==> src/hw/tdr_pkg.sv <==
// Package for the topology detection register block
package tdr_pkg;
  localparam int          TDR_ADDR_W       = 12;
  localparam int          TDR_DATA_W       = 32;
  localparam int          TDR_NUM_OUT      = 8;
  localparam int          TDR_NUM_IN       = 8;
  localparam int          TDR_SEL_W        = 5;
  // Register byte offsets
  localparam logic [11:0] TDR_OFF_MODE     = 12'hf00;
  localparam logic [11:0] TDR_OFF_OUT      = 12'hf04;
  localparam logic [11:0] TDR_OFF_IN       = 12'hf08;
  localparam logic [11:0] TDR_OFF_CONN     = 12'hf0c;
  localparam logic [11:0] TDR_OFF_COUNT    = 12'hf10;
  localparam logic [11:0] TDR_OFF_SEL      = 12'hf14;
  // Field positions and reset values
  localparam int          TDR_MODE_EN_BIT  = 0;
  localparam logic        TDR_MODE_EN_RST  = 1'b0;
  localparam logic [7:0]  TDR_OUT_RST      = 8'h00;
  localparam logic [4:0]  TDR_SEL_RST      = 5'h00;
  localparam logic [1:0]  TDR_RESP_OKAY    = 2'b00;
  localparam logic [1:0]  TDR_RESP_SLVERR  = 2'b10;
  // Decoded register select
  typedef enum logic [2:0] {
    TDR_R_CTRL, TDR_R_OUT, TDR_R_IN, TDR_R_CONN, TDR_R_COUNT, TDR_R_SEL, TDR_R_NONE
  } tdr_reg_t;
endpackage

==> src/hw/tdr_regs_if.sv <==
// Register access strobes between bus slave and register file
`timescale 1ns/1ps
interface tdr_regs_if;
  import tdr_pkg::*;
  logic                  wr_en;
  tdr_reg_t              wr_reg;
  logic [TDR_DATA_W-1:0] wr_data;
  logic [3:0]            wr_strb;
  tdr_reg_t              rd_reg;
  logic [TDR_DATA_W-1:0] rd_data;
  modport slave (output wr_en, wr_reg, wr_data, wr_strb, rd_reg, input rd_data);
  modport regs  (input wr_en, wr_reg, wr_data, wr_strb, rd_reg, output rd_data);
endinterface

==> src/hw/tdr_axil_slave.sv <==
// AXI4-Lite slave front end for the register file
`timescale 1ns/1ps
module tdr_axil_slave
  import tdr_pkg::*;
(
  input  wire logic                  clk_sys,
  input  wire logic                  sys_rst,
  input  wire logic [TDR_ADDR_W-1:0] s_awaddr,
  input  wire logic                  s_awvalid,
  output logic                       s_awready,
  input  wire logic [TDR_DATA_W-1:0] s_wdata,
  input  wire logic [3:0]            s_wstrb,
  input  wire logic                  s_wvalid,
  output logic                       s_wready,
  output logic [1:0]                 s_bresp,
  output logic                       s_bvalid,
  input  wire logic                  s_bready,
  input  wire logic [TDR_ADDR_W-1:0] s_araddr,
  input  wire logic                  s_arvalid,
  output logic                       s_arready,
  output logic [TDR_DATA_W-1:0]      s_rdata,
  output logic [1:0]                 s_rresp,
  output logic                       s_rvalid,
  input  wire logic                  s_rready,
  tdr_regs_if.slave                  rif
);
  import tdr_pkg::*;

  function automatic tdr_reg_t dec(input logic [TDR_ADDR_W-1:0] a);
    case ({a[TDR_ADDR_W-1:2], 2'b00})
      TDR_OFF_MODE:   dec = TDR_R_CTRL;
      TDR_OFF_OUT:    dec = TDR_R_OUT;
      TDR_OFF_IN:     dec = TDR_R_IN;
      TDR_OFF_CONN:   dec = TDR_R_CONN;
      TDR_OFF_COUNT:  dec = TDR_R_COUNT;
      TDR_OFF_SEL:    dec = TDR_R_SEL;
      default:        dec = TDR_R_NONE;
    endcase
  endfunction

  logic                  aw_r, aw_nxt, w_r, w_nxt, bv_r, bv_nxt, rv_r, rv_nxt;
  logic [TDR_ADDR_W-1:0] awa_r, awa_nxt;
  logic [TDR_DATA_W-1:0] wd_r, wd_nxt, rd_r, rd_nxt;
  logic [3:0]            ws_r, ws_nxt;
  logic [1:0]            br_r, br_nxt, rr_r, rr_nxt;
  logic                  do_wr;

  // Address and data latched separately, either order
  assign s_awready = !aw_r && !bv_r;
  assign s_wready  = !w_r && !bv_r;
  assign s_arready = !rv_r;
  assign do_wr     = aw_r && w_r && !bv_r;
  assign rif.wr_en   = do_wr;
  assign rif.wr_reg  = dec(awa_r);
  assign rif.wr_data = wd_r;
  assign rif.wr_strb = ws_r;
  assign rif.rd_reg  = dec(s_araddr);

  always_comb begin
    aw_nxt = aw_r; awa_nxt = awa_r; w_nxt = w_r; wd_nxt = wd_r; ws_nxt = ws_r;
    bv_nxt = bv_r; br_nxt = br_r; rv_nxt = rv_r; rd_nxt = rd_r; rr_nxt = rr_r;
    if (s_awvalid && s_awready) begin
      aw_nxt  = 1'b1;
      awa_nxt = s_awaddr;
    end
    if (s_wvalid && s_wready) begin
      w_nxt  = 1'b1;
      wd_nxt = s_wdata;
      ws_nxt = s_wstrb;
    end
    if (do_wr) begin
      aw_nxt = 1'b0;
      w_nxt  = 1'b0;
      bv_nxt = 1'b1;
      br_nxt = (dec(awa_r) == TDR_R_NONE) ? TDR_RESP_SLVERR : TDR_RESP_OKAY;
    end else if (bv_r && s_bready) begin
      bv_nxt = 1'b0;
    end
    if (s_arvalid && s_arready) begin
      rv_nxt = 1'b1;
      rd_nxt = rif.rd_data;
      rr_nxt = (dec(s_araddr) == TDR_R_NONE) ? TDR_RESP_SLVERR : TDR_RESP_OKAY;
    end else if (rv_r && s_rready) begin
      rv_nxt = 1'b0;
    end
  end

  always_ff @(posedge clk_sys) begin
    if (sys_rst) begin
      aw_r <= 1'b0; awa_r <= '0; w_r <= 1'b0; wd_r <= '0; ws_r <= 4'h0;
      bv_r <= 1'b0; br_r <= 2'b00; rv_r <= 1'b0; rd_r <= '0; rr_r <= 2'b00;
    end else begin
      aw_r <= aw_nxt; awa_r <= awa_nxt; w_r <= w_nxt; wd_r <= wd_nxt; ws_r <= ws_nxt;
      bv_r <= bv_nxt; br_r <= br_nxt; rv_r <= rv_nxt; rd_r <= rd_nxt; rr_r <= rr_nxt;
    end
  end

  assign s_bvalid = bv_r;
  assign s_bresp  = br_r;
  assign s_rvalid = rv_r;
  assign s_rdata  = rd_r;
  assign s_rresp  = rr_r;
endmodule // tdr_axil_slave

==> src/hw/tdr_pin_sync.sv <==
// Three-stage input synchroniser with agreement filter
`timescale 1ns/1ps
module tdr_pin_sync #(
  parameter int W = 8
) (
  input  wire logic         clk_sys,
  input  wire logic         sys_rst,
  input  wire logic [W-1:0] pin_in,
  output logic [W-1:0]      level_out
);
  logic [W-1:0] s1_r, s2_r, s3_r, lvl_r, lvl_nxt;

  // First stage feeds only the second; level moves when stages two and three agree
  always_comb begin
    lvl_nxt = lvl_r;
    for (int i = 0; i < W; i++) begin
      if (s2_r[i] == s3_r[i]) lvl_nxt[i] = s3_r[i];
    end
  end

  always_ff @(posedge clk_sys) begin
    if (sys_rst) begin
      s1_r <= '0; s2_r <= '0; s3_r <= '0; lvl_r <= '0;
    end else begin
      s1_r <= pin_in; s2_r <= s1_r; s3_r <= s2_r; lvl_r <= lvl_nxt;
    end
  end

  assign level_out = lvl_r;
endmodule // tdr_pin_sync

==> src/hw/tdr_top.sv <==
// Topology detection registers with detection mode and variant select
//
// Our own choices: register access over AXI4-Lite and the register offsets.
`timescale 1ns/1ps
module tdr_top
  import tdr_pkg::*;
#(
  parameter int NUM_OUT = TDR_NUM_OUT,
  parameter int NUM_IN  = TDR_NUM_IN
) (
  input  wire logic                  clk_sys,
  input  wire logic                  sys_rst,
  input  wire logic [TDR_ADDR_W-1:0] s_awaddr,
  input  wire logic                  s_awvalid,
  output logic                       s_awready,
  input  wire logic [TDR_DATA_W-1:0] s_wdata,
  input  wire logic [3:0]            s_wstrb,
  input  wire logic                  s_wvalid,
  output logic                       s_wready,
  output logic [1:0]                 s_bresp,
  output logic                       s_bvalid,
  input  wire logic                  s_bready,
  input  wire logic [TDR_ADDR_W-1:0] s_araddr,
  input  wire logic                  s_arvalid,
  output logic                       s_arready,
  output logic [TDR_DATA_W-1:0]      s_rdata,
  output logic [1:0]                 s_rresp,
  output logic                       s_rvalid,
  input  wire logic                  s_rready,
  input  wire logic [NUM_OUT-1:0]    func_out,
  output logic [NUM_OUT-1:0]         det_out,
  input  wire logic [NUM_IN-1:0]     det_in,
  output logic [NUM_IN-1:0]          func_in,
  input  wire logic [NUM_IN-1:0]     iface_present,
  input  wire logic [TDR_SEL_W-1:0]  variant_count,
  output logic [TDR_SEL_W-1:0]       variant_sel,
  output logic                       detect_mode
);
  import tdr_pkg::*;

  tdr_regs_if rif ();

  logic                 mode_en_r, mode_en_nxt;
  logic [NUM_OUT-1:0]   drv_r, drv_nxt;
  logic [NUM_OUT-1:0]   out_r, out_nxt;
  logic [NUM_IN-1:0]    fin_r, fin_nxt;
  logic [TDR_SEL_W-1:0] sel_r, sel_nxt;
  logic [NUM_IN-1:0]    in_lvl;
  logic [NUM_IN-1:0]    pres_lvl;
  logic [TDR_SEL_W-1:0] cnt_r;

  tdr_axil_slave u_slave (
    .clk_sys   (clk_sys),
    .sys_rst   (sys_rst),
    .s_awaddr  (s_awaddr),
    .s_awvalid (s_awvalid),
    .s_awready (s_awready),
    .s_wdata   (s_wdata),
    .s_wstrb   (s_wstrb),
    .s_wvalid  (s_wvalid),
    .s_wready  (s_wready),
    .s_bresp   (s_bresp),
    .s_bvalid  (s_bvalid),
    .s_bready  (s_bready),
    .s_araddr  (s_araddr),
    .s_arvalid (s_arvalid),
    .s_arready (s_arready),
    .s_rdata   (s_rdata),
    .s_rresp   (s_rresp),
    .s_rvalid  (s_rvalid),
    .s_rready  (s_rready),
    .rif       (rif)
  );

  // Pins from neighbours are asynchronous to this clock
  tdr_pin_sync #(.W(NUM_IN)) u_in_sync (
    .clk_sys   (clk_sys),
    .sys_rst   (sys_rst),
    .pin_in    (det_in),
    .level_out (in_lvl)
  );

  tdr_pin_sync #(.W(NUM_IN)) u_pres_sync (
    .clk_sys   (clk_sys),
    .sys_rst   (sys_rst),
    .pin_in    (iface_present),
    .level_out (pres_lvl)
  );

  // Register writes; only byte lane 0 carries the narrow fields
  always_comb begin
    mode_en_nxt = mode_en_r;
    drv_nxt = drv_r;
    sel_nxt = sel_r;
    if (rif.wr_en && rif.wr_strb[0]) begin
      case (rif.wr_reg)
        TDR_R_CTRL: mode_en_nxt = rif.wr_data[TDR_MODE_EN_BIT];
        TDR_R_OUT:  drv_nxt = rif.wr_data[NUM_OUT-1:0];
        TDR_R_SEL: begin
          // Out-of-range selections are ignored so the count stays meaningful
          if (rif.wr_data[TDR_SEL_W-1:0] < cnt_r) sel_nxt = rif.wr_data[TDR_SEL_W-1:0];
        end
        default: ;
      endcase
    end
  end

  // Output path: detection value in detection mode, functional otherwise
  always_comb begin
    out_nxt = mode_en_r ? drv_r : func_out;
    // Functional side sees zeros while isolated, so probing stays invisible to it
    // Synchronised level only; the raw pin is asynchronous to this clock
    fin_nxt = mode_en_r ? '0 : in_lvl;
  end

  always_ff @(posedge clk_sys) begin
    if (sys_rst) begin
      mode_en_r <= TDR_MODE_EN_RST;
      drv_r <= TDR_OUT_RST[NUM_OUT-1:0];
      sel_r <= TDR_SEL_RST;
      out_r <= '0;
      fin_r <= '0;
      cnt_r <= '0;
    end else begin
      mode_en_r <= mode_en_nxt;
      drv_r <= drv_nxt;
      sel_r <= sel_nxt;
      out_r <= out_nxt;
      fin_r <= fin_nxt;
      cnt_r <= variant_count;
    end
  end

  // Reads; unused bits read as zero
  always_comb begin
    rif.rd_data = '0;
    case (rif.rd_reg)
      TDR_R_CTRL:  rif.rd_data[TDR_MODE_EN_BIT] = mode_en_r;
      TDR_R_OUT:   rif.rd_data[NUM_OUT-1:0] = drv_r;
      TDR_R_IN:    rif.rd_data[NUM_IN-1:0]  = in_lvl;
      TDR_R_CONN:  rif.rd_data[NUM_IN-1:0]  = pres_lvl;
      TDR_R_COUNT: rif.rd_data[TDR_SEL_W-1:0] = cnt_r;
      TDR_R_SEL:   rif.rd_data[TDR_SEL_W-1:0] = sel_r;
      default:     rif.rd_data = '0;
    endcase
  end

  assign det_out     = out_r;
  assign func_in     = fin_r;
  assign variant_sel = sel_r;
  assign detect_mode = mode_en_r;
endmodule // tdr_top

==> config.mk <==
export PLATFORM = sky130hd
export DESIGN_NAME = tdr_top
export DESIGN_NICKNAME = d
export VERILOG_FILES = /design/src/hw/tdr_pkg.sv /design/src/hw/tdr_regs_if.sv /design/src/hw/tdr_axil_slave.sv /design/src/hw/tdr_pin_sync.sv /design/src/hw/tdr_top.sv
export SDC_FILE = /design/constraint.sdc
export NUM_CORES = 1
export LEC_CHECK = 0
export ABC_AREA = 1
export BUFFER_PORTS_ARGS = -buffer_cell sky130_fd_sc_hd__buf_2
export CAP_MARGIN = 30
export CORE_ASPECT_RATIO = 0.9
export CORE_MARGIN = 1.5
export CORE_UTILIZATION = 44
export DETAILED_ROUTE_END_ITERATION = 12
export PLACE_DENSITY_LB_ADDON = 0.3
export SYNTH_ARGS = -nofsm -noshare
export SYNTH_HDL_FRONTEND = slang
export SYNTH_HIERARCHICAL = 1
export SYNTH_SLANG_ARGS = --single-unit
==> constraint.sdc <==
create_clock -name clk_sys -period 4.51 [get_ports clk_sys]
set_input_delay 0.902 -clock clk_sys [delete_from_list [all_inputs] [get_ports clk_sys]]
set_output_delay 0.902 -clock clk_sys [all_outputs]
set_load 0.1 [all_outputs]
### After elaboration in Yosys (flattened, before gate mapping)

Index checks and enable logic that the tools add are counted.
Widths: inputs -> output; s select.

| cells by class | value |
|---|---|
| reductions and logical operators | 23 |
| equality and inequality tests | 37 |
| multiplexer cells | 14 |
| magnitude comparators | 1 |

Operators by type and width:

| operator | number |
|---|---|
| $eq 10x10->1 const B | 12 |
| $pmux 3 s6 | 2 |
| $pmux 4 s5 | 1 |
| $eq 1x1->1 | 16 |
| $eq 3x3->1 const B | 5 |
| $logic_and 1x1->1 | 10 |
| $pmux 3 s3 | 1 |
| $mux 8 | 1 |
| $eq 3x1->1 const B | 2 |
| $eq 3x2->1 const B | 2 |
| $logic_not 3->1 | 2 |
| $mux 3 | 2 |
| $pmux 1 s6 | 1 |
| $lt 5x5->1 | 1 |
| $logic_not 1->1 | 4 |
| $mux 1 | 4 |
| $mux 2 | 2 |
| $reduce_and 2->1 | 2 |
| $reduce_bool 2->1 | 2 |
| $reduce_or 2->1 | 2 |
| $reduce_and 3->1 | 1 |

| word-level totals | value |
|---|---|
| input port bits | 96 |
| word-level logic and storage cells | 113 |
| register bits after elaboration | 136 |
| output and inout port bits | 63 |

### Depth between registers and ports, before layout

Gate-level depths: netlist of the first run.

| depth | value |
|---|---|
| depth after elaboration | 5 |
| gate-level depth with buffers | 15 |
| mapped depth without buffers | 14 |

### Modules after synthesis

Netlist of the first run, hierarchy kept.

Modules (own cells, without submodules):

| module | area an instance (µm²) | times used | cells each | sequential area each (µm²) |
|---|---|---|---|---|
| tdr_axil_slave | 3052.9 | 1 | 400 | 1681.6 |
| tdr_pin_sync | 970.9 | 2 | 108 | 640.6 |
| tdr_top | 1707.9 | 1 | 250 | 700.7 |

### Worst setup path after synthesis of the first run

Ideal clock, no wire load.

| timing | value |
|---|---|
| path kind | reg-to-output |
| from | register u_slave.bv_r (netlist: u_slave/s_bvalid) |
| to | output s_awready |
| cell stages (with the launch flop) | 2 |
| arrival time | 2.120 ns |
| data required time | 3.608 ns |
| path slack | 1.488 ns |
| buffers on the path | 0 |
| cell sequence | dfxtp_1 > nor2_1 |

| on the way | value |
|---|---|
| word-level cells in the longest chain between the ends | 2 |

Ends and longest elaborated chain:

| what | line | RTL |
|---|---|---|
| start: declaration | tdr_axil_slave.sv:41 | `logic aw_r, aw_nxt, w_r, w_nxt, bv_r, bv_nxt, rv_r, rv_nxt;` |
| start signal: assignment | tdr_axil_slave.sv:94 | `bv_r <= bv_nxt; br_r <= br_nxt; rv_r <= rv_nxt; rd_r <= rd_nxt; rr_r <= rr_nxt;` |
| $logic_not 1->1 | tdr_axil_slave.sv:49 | `assign s_awready = !aw_r && !bv_r;` |
| $logic_and 1x1->1 | tdr_axil_slave.sv:49 |  |
| end: declaration | tdr_top.sv:15 | `output logic s_awready,` |

No other way between the ends.

### Worst setup path in the final report of the first run

| timing | value |
|---|---|
| from | input s_araddr[6] |
| to | register u_slave.rd_r[4] (netlist: u_slave/s_rdata[4]) |

| on the way | value |
|---|---|
| word-level cells in the longest chain between the ends | 4 |
| elaborated cells on any way between the ends | 13 |
| those cells by class | eq/ne: 11; mux: 2 |

Ends and longest elaborated chain:

| what | line | RTL |
|---|---|---|
| start: declaration | tdr_top.sv:23 | `input wire logic [TDR_ADDR_W-1:0] s_araddr,` |
| $eq 10x10->1 | tdr_axil_slave.sv:30 | `case ({a[TDR_ADDR_W-1:2], 2'b00})` |
| $pmux 3 s6 * | tdr_axil_slave.sv:30 |  |
| via rif.rd_reg[2] | tdr_regs_if.sv:9 | `tdr_reg_t rd_reg;` |
| $eq 3x3->1 (tied with other cells) | tdr_top.sv:137 | `case (rif.rd_reg)` |
| $pmux 4 s5 * | tdr_top.sv:137 |  |
| via rif.rd_data[4] | tdr_regs_if.sv:10 | `logic [TDR_DATA_W-1:0] rd_data;` |
| end signal: assignment | tdr_axil_slave.sv:94 |  |
| end: declaration | tdr_axil_slave.sv:43 | `logic [TDR_DATA_W-1:0] wd_r, wd_nxt, rd_r, rd_nxt;` |

The timed path passes the listed nets; every way through them passes the cells marked *.
A chain may end at the register's enable or synchronous reset.

==> results of run 1 <==
cell type report:
type	count	area [um^2]	area share [%]
flip-flops and latches	156	3120	43.8
multi-input cells	483	2130	29.9
repair buffers	129	656	9.20
clock buffers	20	467	6.55
inverters	106	408	5.72
well taps	164	205	2.88
clock inverters	12	138	1.93
report_power, final:
group	leakage [nW]	switching (mW)	internal [mW]
Combinational	1.83	0.370	0.0940
Sequential	1.28	0.0330	1.45
Clock	0.281	0.564	0.862
Total	3.40	0.967	2.40
state kept, by name, indices dropped and copies added (netlist names), 5 cells and up:
signal	count
u_pres_sync/level_out	8
variant_sel	5
u_slave/awa_r	10
drv_r	8
u_slave/rif.wr_data	8
u_in_sync/s1_r	8
det_out	8
u_in_sync/s3_r	8
u_pres_sync/s1_r	8
u_slave/s_rdata	32
u_in_sync/level_out	8
u_pres_sync/s3_r	8
cnt_r	5
u_pres_sync/s2_r	8
u_in_sync/s2_r	8
func_in	8
path summary, 6_finish.rpt:
kind / cells after the start / endpoint / slack (ns) / startpoint
worst max-delay path: 14 / u_slave/s_rdata[4] / 1.83 / s_araddr[6]
worst min-delay path: 2 / u_in_sync/s2_r[7] / 0.40 / u_in_sync/s1_r[7]
worst max register to register: 11 / variant_sel[2] / 2.45 / u_slave/awa_r[8]
worst min register to register: 2 / u_in_sync/s2_r[7] / 0.40 / u_in_sync/s1_r[7]
layout by cell type (no fill, tap or decap), types with 3 or more instances in the layout:
master	instances
a21oi_1	32
buf_2	125
buf_4	4
clkbuf_16	17
clkbuf_8	3
clkinv_4	3
clkinvlp_4	5
conb_1	26
dfxtp_1	156
ha_1	6
inv_1	95
inv_2	6
nand2_1	62
nand3_1	10
nand4_1	11
nor2_1	229
o211ai_1	4
o21ai_0	80
o21ai_1	8
metal layers:
metal  up-vias  share of wire, %
met4         0              0.69
met2       123                42
met3         8               6.7
met1      2051                51
li1       2584                 -
met5         -                 0
through the flow:
step,utilization [%],worst slack (ns),instance area (um^2),total power [mW]
after floorplan,-,1.49,5890,1.89
after global placement,51.0,1.42,6520,1.97
after detailed placement,51.0,1.41,6520,1.97
after CTS,55.7,1.85,7130,3.40
after global routing,55.7,1.54,7130,3.51
final,55.7,1.83,7130,3.37
worst min-delay path, cell delays in order (launching register included):
cell and delay, ns:
dfxtp_1 0.29, inv_1 0.04, nor2_1 0.03
==> run metrics, run 1 <==
status completed; busiest grt layer met2; setup TNS 0 ns; Yosys Warn Count 6; Routed WL 12.3 mm; first-pass GRT wire length a little under 20 mm; n_diodes 0; Placed Cells just over 1000; met3 usage 7.27%; Slew Limit Headroom ~60%; initial antenna violation count 0; I/O Buffers approximately 130; Critical Path Sink Type flip-flop; unrepaired setup endpoints after global routing no; post-route insts no fill 1070; DRC Markers 0; grt ovf 0; I/O pin count 159; DRT iter0 DRCs 245; post-cts sizing count 0; critical path arrival 3.04 ns; fill count 1259; actual slew at the worst max-slew pin approximately 0.6 ns; most used cell, CP nand2_1; critical path class input port to flip-flop; setup repair bufs after CTS 0; Worst setup SP type input port; IR drop worst, VDD 0.306 mV; Initial Util a little under half; Period minus WS final 2.68 ns; worst-path fanout max 12; Leakage 3.40 nW; vias in the first global route between 4000 and 5000; Tightest Hold Check Type flip-flop to flip-flop; Pre-antenna DRT Iters 4; post-route ant nets 0; P&R area growth vs syn 22.9%; Worst path max stage delay 0.31 ns; drt wl/cell 11.5 um; max-slew violations 0; Rows 39; dpl hpwl approximately 8.5 mm; pwr/cell area 473 nW/um^2; cts hold-fix bufs 0; Min Hold Slack ~0.4 ns; Root Driver clkbuf_16; clk sink count 156; top achievable clock speed 373 MHz; largest net degree at the start of global routing 52; final setup fails 0; htree depth 4; max-cap violations 0; Final Hold Viols 0; Syn Area/Cell 7.68 um^2; clk_skew 0.00933 ns; Clk Latency, worst-skew pair 0.42 ns; maximum root-to-sink buffer count 2; share of cells above drive strength 1 around a fifth; Top delay family on crit path simple AND/OR/NAND/NOR gates; met1 global-route usage 24.2%; crit-path cells buf_2, inv_1, nand2_1, nor2_1, nand2_1, nand2_1, nand2_1, nor2_1, nand2_1, o21ai_0, nor2_1, a21oi_1, o21ai_0, nor2_1; CTS clk-pin slew, worst paths ~0.06 ns; CTS buffer count 17; CP max stage cell nand2_1; Avg Vias per Cell about 4.5; crit share post-route between 50% and 60%; Die Ht between 100 and 150 um; cells after synthesis around 760; CP required a little under 5 ns; detailed-route via count 4766; Final #Nets 995; post-synth design cell area 5800 um^2; Die X roughly 120 um; crit path buf inv count 2; die area 13900 um^2; total track usage 18.4%; core footprint 12800 um^2; CTS tree built; met2 Use GR 28.1%; GPL Wtd Cong around 0.9
No activity file was read; power rests on OpenSTA's default activity.
==> inputs of run 2 (changes only) <==
Settings changed: ABC_AREA 1 to 0.
Clock period 4.51 ns to 2.4 ns, I/O delays scaled along.
==> run 2 against run 1 <==
Design area is 1.1% lower; synthesized area down 2.7%; die area down 2.6%; global-route usage decreased by 0.46 points; sequential power is 86% higher; synthesized cell count shrank 21%; combinational power increased by 42%; via count decreased by 9.9%; sequential share of layout area rose by 0.47 points; register-to-register slack worse by 2.2 ns; flip-flop and latch count did not move; clock-buffer cell count rose by 2.
==> run metrics, run 2 <==
final setup fails 0 (unchanged); crit path buf inv count 0 (-2); Tightest Hold Check Type input port to flip-flop; worst-path fanout max 8 (-4); CP max stage cell or3b_1; clk sink count 156 (unchanged); setup TNS 0 ns (unchanged); post-route ant nets 0 (unchanged); critical path arrival 2.48 ns (-0.56 ns); I/O pin count 159 (unchanged); P&R area growth vs syn 24.9%; Final Cell Area 7050 um^2 (-1.1%); Min Hold Slack 0.272 ns (-0.129 ns); final setup margin 0.217 ns (-1.61 ns); largest net degree at the start of global routing 61 (+17%); dpl ws 0.0532 ns (-1.36 ns); unrepaired setup endpoints after global routing no; Syn Area/Cell 9.52 um^2 (+24%); initial antenna violation count 0 (unchanged); FF-to-FF path depth 7 (-4); post-cts sizing count 0 (unchanged); Placed Cells 879 (-15%); core footprint 12600 um^2 (-1.5%); drt wl/cell 12.8 um (+11%); Slew Limit Headroom 65.5% (+5.4 points); most common cell after layout, fill and taps aside dfxtp_1; Critical Path Sink Type flip-flop; Final Hold Viols 0 (unchanged); max-slew violations 0 (unchanged); Leakage 3.09 nW (-8.9%); Largest register FFs 32 (unchanged); CTS buffer count 17 (unchanged); cells after synthesis 593 (-21%); worst r2r dst drv_r[0]; share of cells above drive strength 1 23.8% (+4.4 points); Root Driver clkbuf_16; Die Ht 110 um (-1.3%); DRC Markers 0 (unchanged); CP required 2.70 ns (-2.16 ns); vias in the first global route 4012 (-6.2%); Hold Path Sink cnt_r[1]; detailed-route via count 4293 (-9.9%); crit share post-route 91.0%; I/O Buffers 125 (unchanged); grt ovf 0 (unchanged); r2r setup slk 0.22 ns (-2.23 ns); Pre-antenna DRT Iters 4 (unchanged); Rows 39 (unchanged); status completed; Hold Path Origin variant_count[1]; post-synth design cell area 5640 um^2 (-2.7%); Routed WL 11.6 mm (-5.3%); dpl hpwl 8.22 mm (-3.7%); total track usage 17.9% (-0.46 points); Placed Area 6440 um^2 (-1.3%); Worst path max stage delay 0.58 ns (+0.27 ns); maximum root-to-sink buffer count 2 (unchanged); n_diodes 0 (unchanged); Core Util, Final 56.0% (+0.27 points); htree depth 4 (unchanged); Worst setup SP type flip-flop; cts hold-fix bufs 0 (unchanged); CTS clk-pin slew, worst paths 0.06 ns (about the same); pwr/cell area 869 nW/um^2 (+84%); top achievable clock speed 458 MHz; Clk Latency, worst-skew pair 0.41 ns (about the same); Avg Vias per Cell 4.71 (+5.8%); most frequent cells in the layout 156 x dfxtp_1, 124 x buf_2, 104 x nand2_1; worst hold stages 2 (unchanged); Design Power 6.13 mW (+82%); Top delay family on crit path simple AND/OR/NAND/NOR gates; max-cap violations 0 (unchanged); DRT iter0 DRCs 215 (-12%); clk_skew 0.00766 ns (-0.00167 ns); RR Startpoint u_slave/awa_r[5]; CTS tree built; first-pass GRT wire length 18.7 mm (-5.4%); Yosys Warn Count 6 (unchanged); die area 13500 um^2 (-2.6%); Die X 122 um (-1.3%); IR drop worst, VDD 0.502 mV (+64%); GPL Wtd Cong 0.848 (-5.3%); crit-path cells nor4b_1, and4_1, nand2b_1, nand3b_4, or3b_1, mux2i_1, nor2_1; Initial Util 44.8% (-0.52 points); Period minus WS final 2.18 ns; post-route insts no fill 911 (-15%); setup repair bufs after CTS 0 (unchanged); Final #Nets 836 (-16%); actual slew at the worst max-slew pin 0.517 ns (-0.0806 ns); critical path class flip-flop to flip-flop
## run 2: power by group
part | switching, mW | internal, mW | leakage, nW
registers | 0.0541 | 2.69 | 1.28
logic | 0.495 | 0.165 | 1.52
clock network | 1.00 | 1.72 | 0.300
## run 2: routing by layer
layer / track usage, % / wire [um] / vias up
met5: 0 / 0 / -
met4: 7.60 / 208 / 0
met3: 5.06 / 632 / 16
met2: 29.3 / 5460 / 115
met1: 21.9 / 5330 / 1945
li1: - / - / 2217
## run 2: how the worst max path moves through the flow
stage | start | to | slack, ns | depth (start not counted)
2_1_floorplan | u_slave/s_bvalid | s_awready | -0.23 | 1
3_3_place_gp | s_araddr[5] | u_slave/s_rdata[2] | 0.03 | 10
3_5_place_dp | s_araddr[5] | u_slave/s_rdata[2] | 0.05 | 10
4_1_cts | u_slave/awa_r[5] | drv_r[0] | 0.23 | 7
5_1_grt | u_slave/awa_r[5] | drv_r[0] | 0.07 | 7
6_report | u_slave/awa_r[5] | drv_r[0] | 0.22 | 7
## run 2: layout make-up
| type | count | area [um^2] |
|---|---|---|
| repair buffers | 137 | 743 |
| multi-input cells | 413 | 2330 |
| well taps | 164 | 205 |
| fillers | 1144 | 5540 |
| flip-flops and latches | 156 | 3120 |
| inverters | 9 | 33.8 |
| clock buffers | 22 | 474 |
| clock inverters | 10 | 139 |
==> inputs of run 3 (changes only) <==
Settings changed: BUFFER_PORTS_ARGS -buffer_cell sky130_fd_sc_hd__buf_2 to -buffer_cell sky130_fd_sc_hd__buf_4, GPL_ROUTABILITY_DRIVEN set to 1, SLEW_MARGIN set to 20.
==> run 3 against run 2 <==
Worst hold slack lost 0.0059 ns; critical path type unchanged; design area grew 3.8%; worst setup slack gained 0.016 ns.
==> run metrics, run 3 (same netlist as run 2, synthesis figures left out) <==
most common cell after layout, fill and taps aside dfxtp_1; post-route insts no fill 910 (-0.11%); worst-path fanout max 8 (unchanged); critical path arrival 2.47 ns (about the same); final setup fails 0 (unchanged); status completed; n_diodes 0 (unchanged); setup TNS 0 ns (unchanged); detailed-route via count 4328 (+0.82%); Critical Path Sink Type flip-flop; pwr/cell area 834 nW/um^2 (-4.1%); core footprint 12600 um^2 (unchanged); clk sink count 156 (unchanged); dpl hpwl 8.63 mm (+5.0%); Die X 122 um (unchanged); Largest register FFs 32 (unchanged); initial antenna violation count 0 (unchanged); IR drop worst, VDD 0.495 mV (-1.4%); CTS clk-pin slew, worst paths 0.06 ns (about the same); drt wl/cell 13.3 um (+3.8%); I/O pin count 159 (unchanged); post-cts sizing count 0 (unchanged); max-slew violations 0 (unchanged); Avg Vias per Cell 4.76 (+0.93%); critical path class flip-flop to flip-flop; vias in the first global route 4207 (+4.9%); GPL Wtd Cong 0.857 (+1.0%); total track usage 18.4% (+0.47 points); Clk Latency, worst-skew pair 0.42 ns (about the same); dpl ws -0.115 ns (-0.168 ns); Initial Util 44.8% (unchanged); most frequent cells in the layout 156 x dfxtp_1, 135 x buf_4, 104 x nand2_1; cts hold-fix bufs 0 (unchanged); CTS buffer count 17 (unchanged); first-pass GRT wire length 19.3 mm (+3.0%); Tightest Hold Check Type input port to flip-flop; DRT iter0 DRCs 241 (+12%); Pre-antenna DRT Iters 4 (unchanged); grt ovf 0 (unchanged); actual slew at the worst max-slew pin 0.514 ns (-0.00298 ns); Hold Path Origin iface_present[5]; setup repair bufs after CTS 0 (unchanged); Core Util, Final 58.1% (+2.1 points); Die Ht 110 um (unchanged); die area 13500 um^2 (unchanged); Final #Nets 835 (-0.12%); Period minus WS final 2.17 ns (-0.0159 ns); Worst setup SP type flip-flop; largest net degree at the start of global routing 56 (-8.2%); maximum root-to-sink buffer count 2 (unchanged); Routed WL 12.1 mm (+3.7%); share of cells above drive strength 1 23.9% (+0.032 points); Placed Cells 878 (-0.11%); Root Driver clkbuf_16; CTS tree built; htree depth 4 (unchanged); DRC Markers 0 (unchanged); Design Power 6.10 mW (-0.41%); post-route ant nets 0 (unchanged); max-cap violations 0 (unchanged); clk_skew 0.00723 ns (-0.000433 ns); Leakage 3.13 nW (+1.1%); Slew Limit Headroom 65.7% (+0.20 points); worst setup path startpoint u_slave/awa_r[5]; final setup margin 0.233 ns (+0.0159 ns); I/O Buffers 125 (unchanged); crit share post-route 90.3% (-0.66 points); Rows 39 (unchanged); RR Startpoint u_slave/awa_r[5]; unrepaired setup endpoints after global routing no; CP required 2.70 ns (about the same); top achievable clock speed 461 MHz (+0.73%); P&R area growth vs syn 29.7%; Final Hold Viols 0 (unchanged)
run 3: changes by cell type in the layout (fill, tap and decap cells not counted), sizes merged:
cell      delta
buf          -1
clkbuf       -4
clkinvlp     +1
bufinv       -1
inv          +4
run 3: report_power, final:
part	internal [mW]	switching, mW	total (mW)
combinational	0.215	0.497	0.712
clock	1.55	1.09	2.64
sequential	2.69	0.0566	2.75
run 3: final timing paths:
check,to,slack (ns),cells past startpoint
worst max-delay path,drv_r[7],0.23,7
worst min-delay path,u_pres_sync/s1_r[5],0.27,2
worst max register to register,drv_r[7],0.23,7
worst min register to register,u_in_sync/s2_r[1],0.43,1
run 3: per-layer routing:
metal  track usage [%]  vias to the layer above  part of all wire (%)
li1                  -                     2213                     -
met1              22.0                     1981                    44
met2              30.1                      114                    48
met3              5.68                       20                   5.5
met4              8.14                        0                   2.3
met5                 0                        -                     0
run 3: final cells by class:
cell class                 count  area (um^2)
tap                          164          205
clock buffer                  18          429
multi-input combinational    413         2330
sequential                   156         3120
inverter                       9         33.8
timing repair buffer         136         1030
clock inverter                14          161
fill                        1099         5270
run 3: through the flow:
stage / hold WS [ns] / instance area [um^2]
6_report: 0.266 / 7320
5_1_grt: 0.255 / 7320
4_1_cts: 0.249 / 7320
3_5_place_dp: 0.421 / 6730
3_3_place_gp: 0.418 / 6730
2_1_floorplan: 0.414 / 5730
run 3: worst max-delay path: stages (launching register included):
cell,delay (ns)
dfxtp_1,0.32
nor4b_1,0.31
and4_1,0.31
nand2b_1,0.07
nand3b_4,0.17
or3b_1,0.58
mux2i_1,0.23
nor2_1,0.06
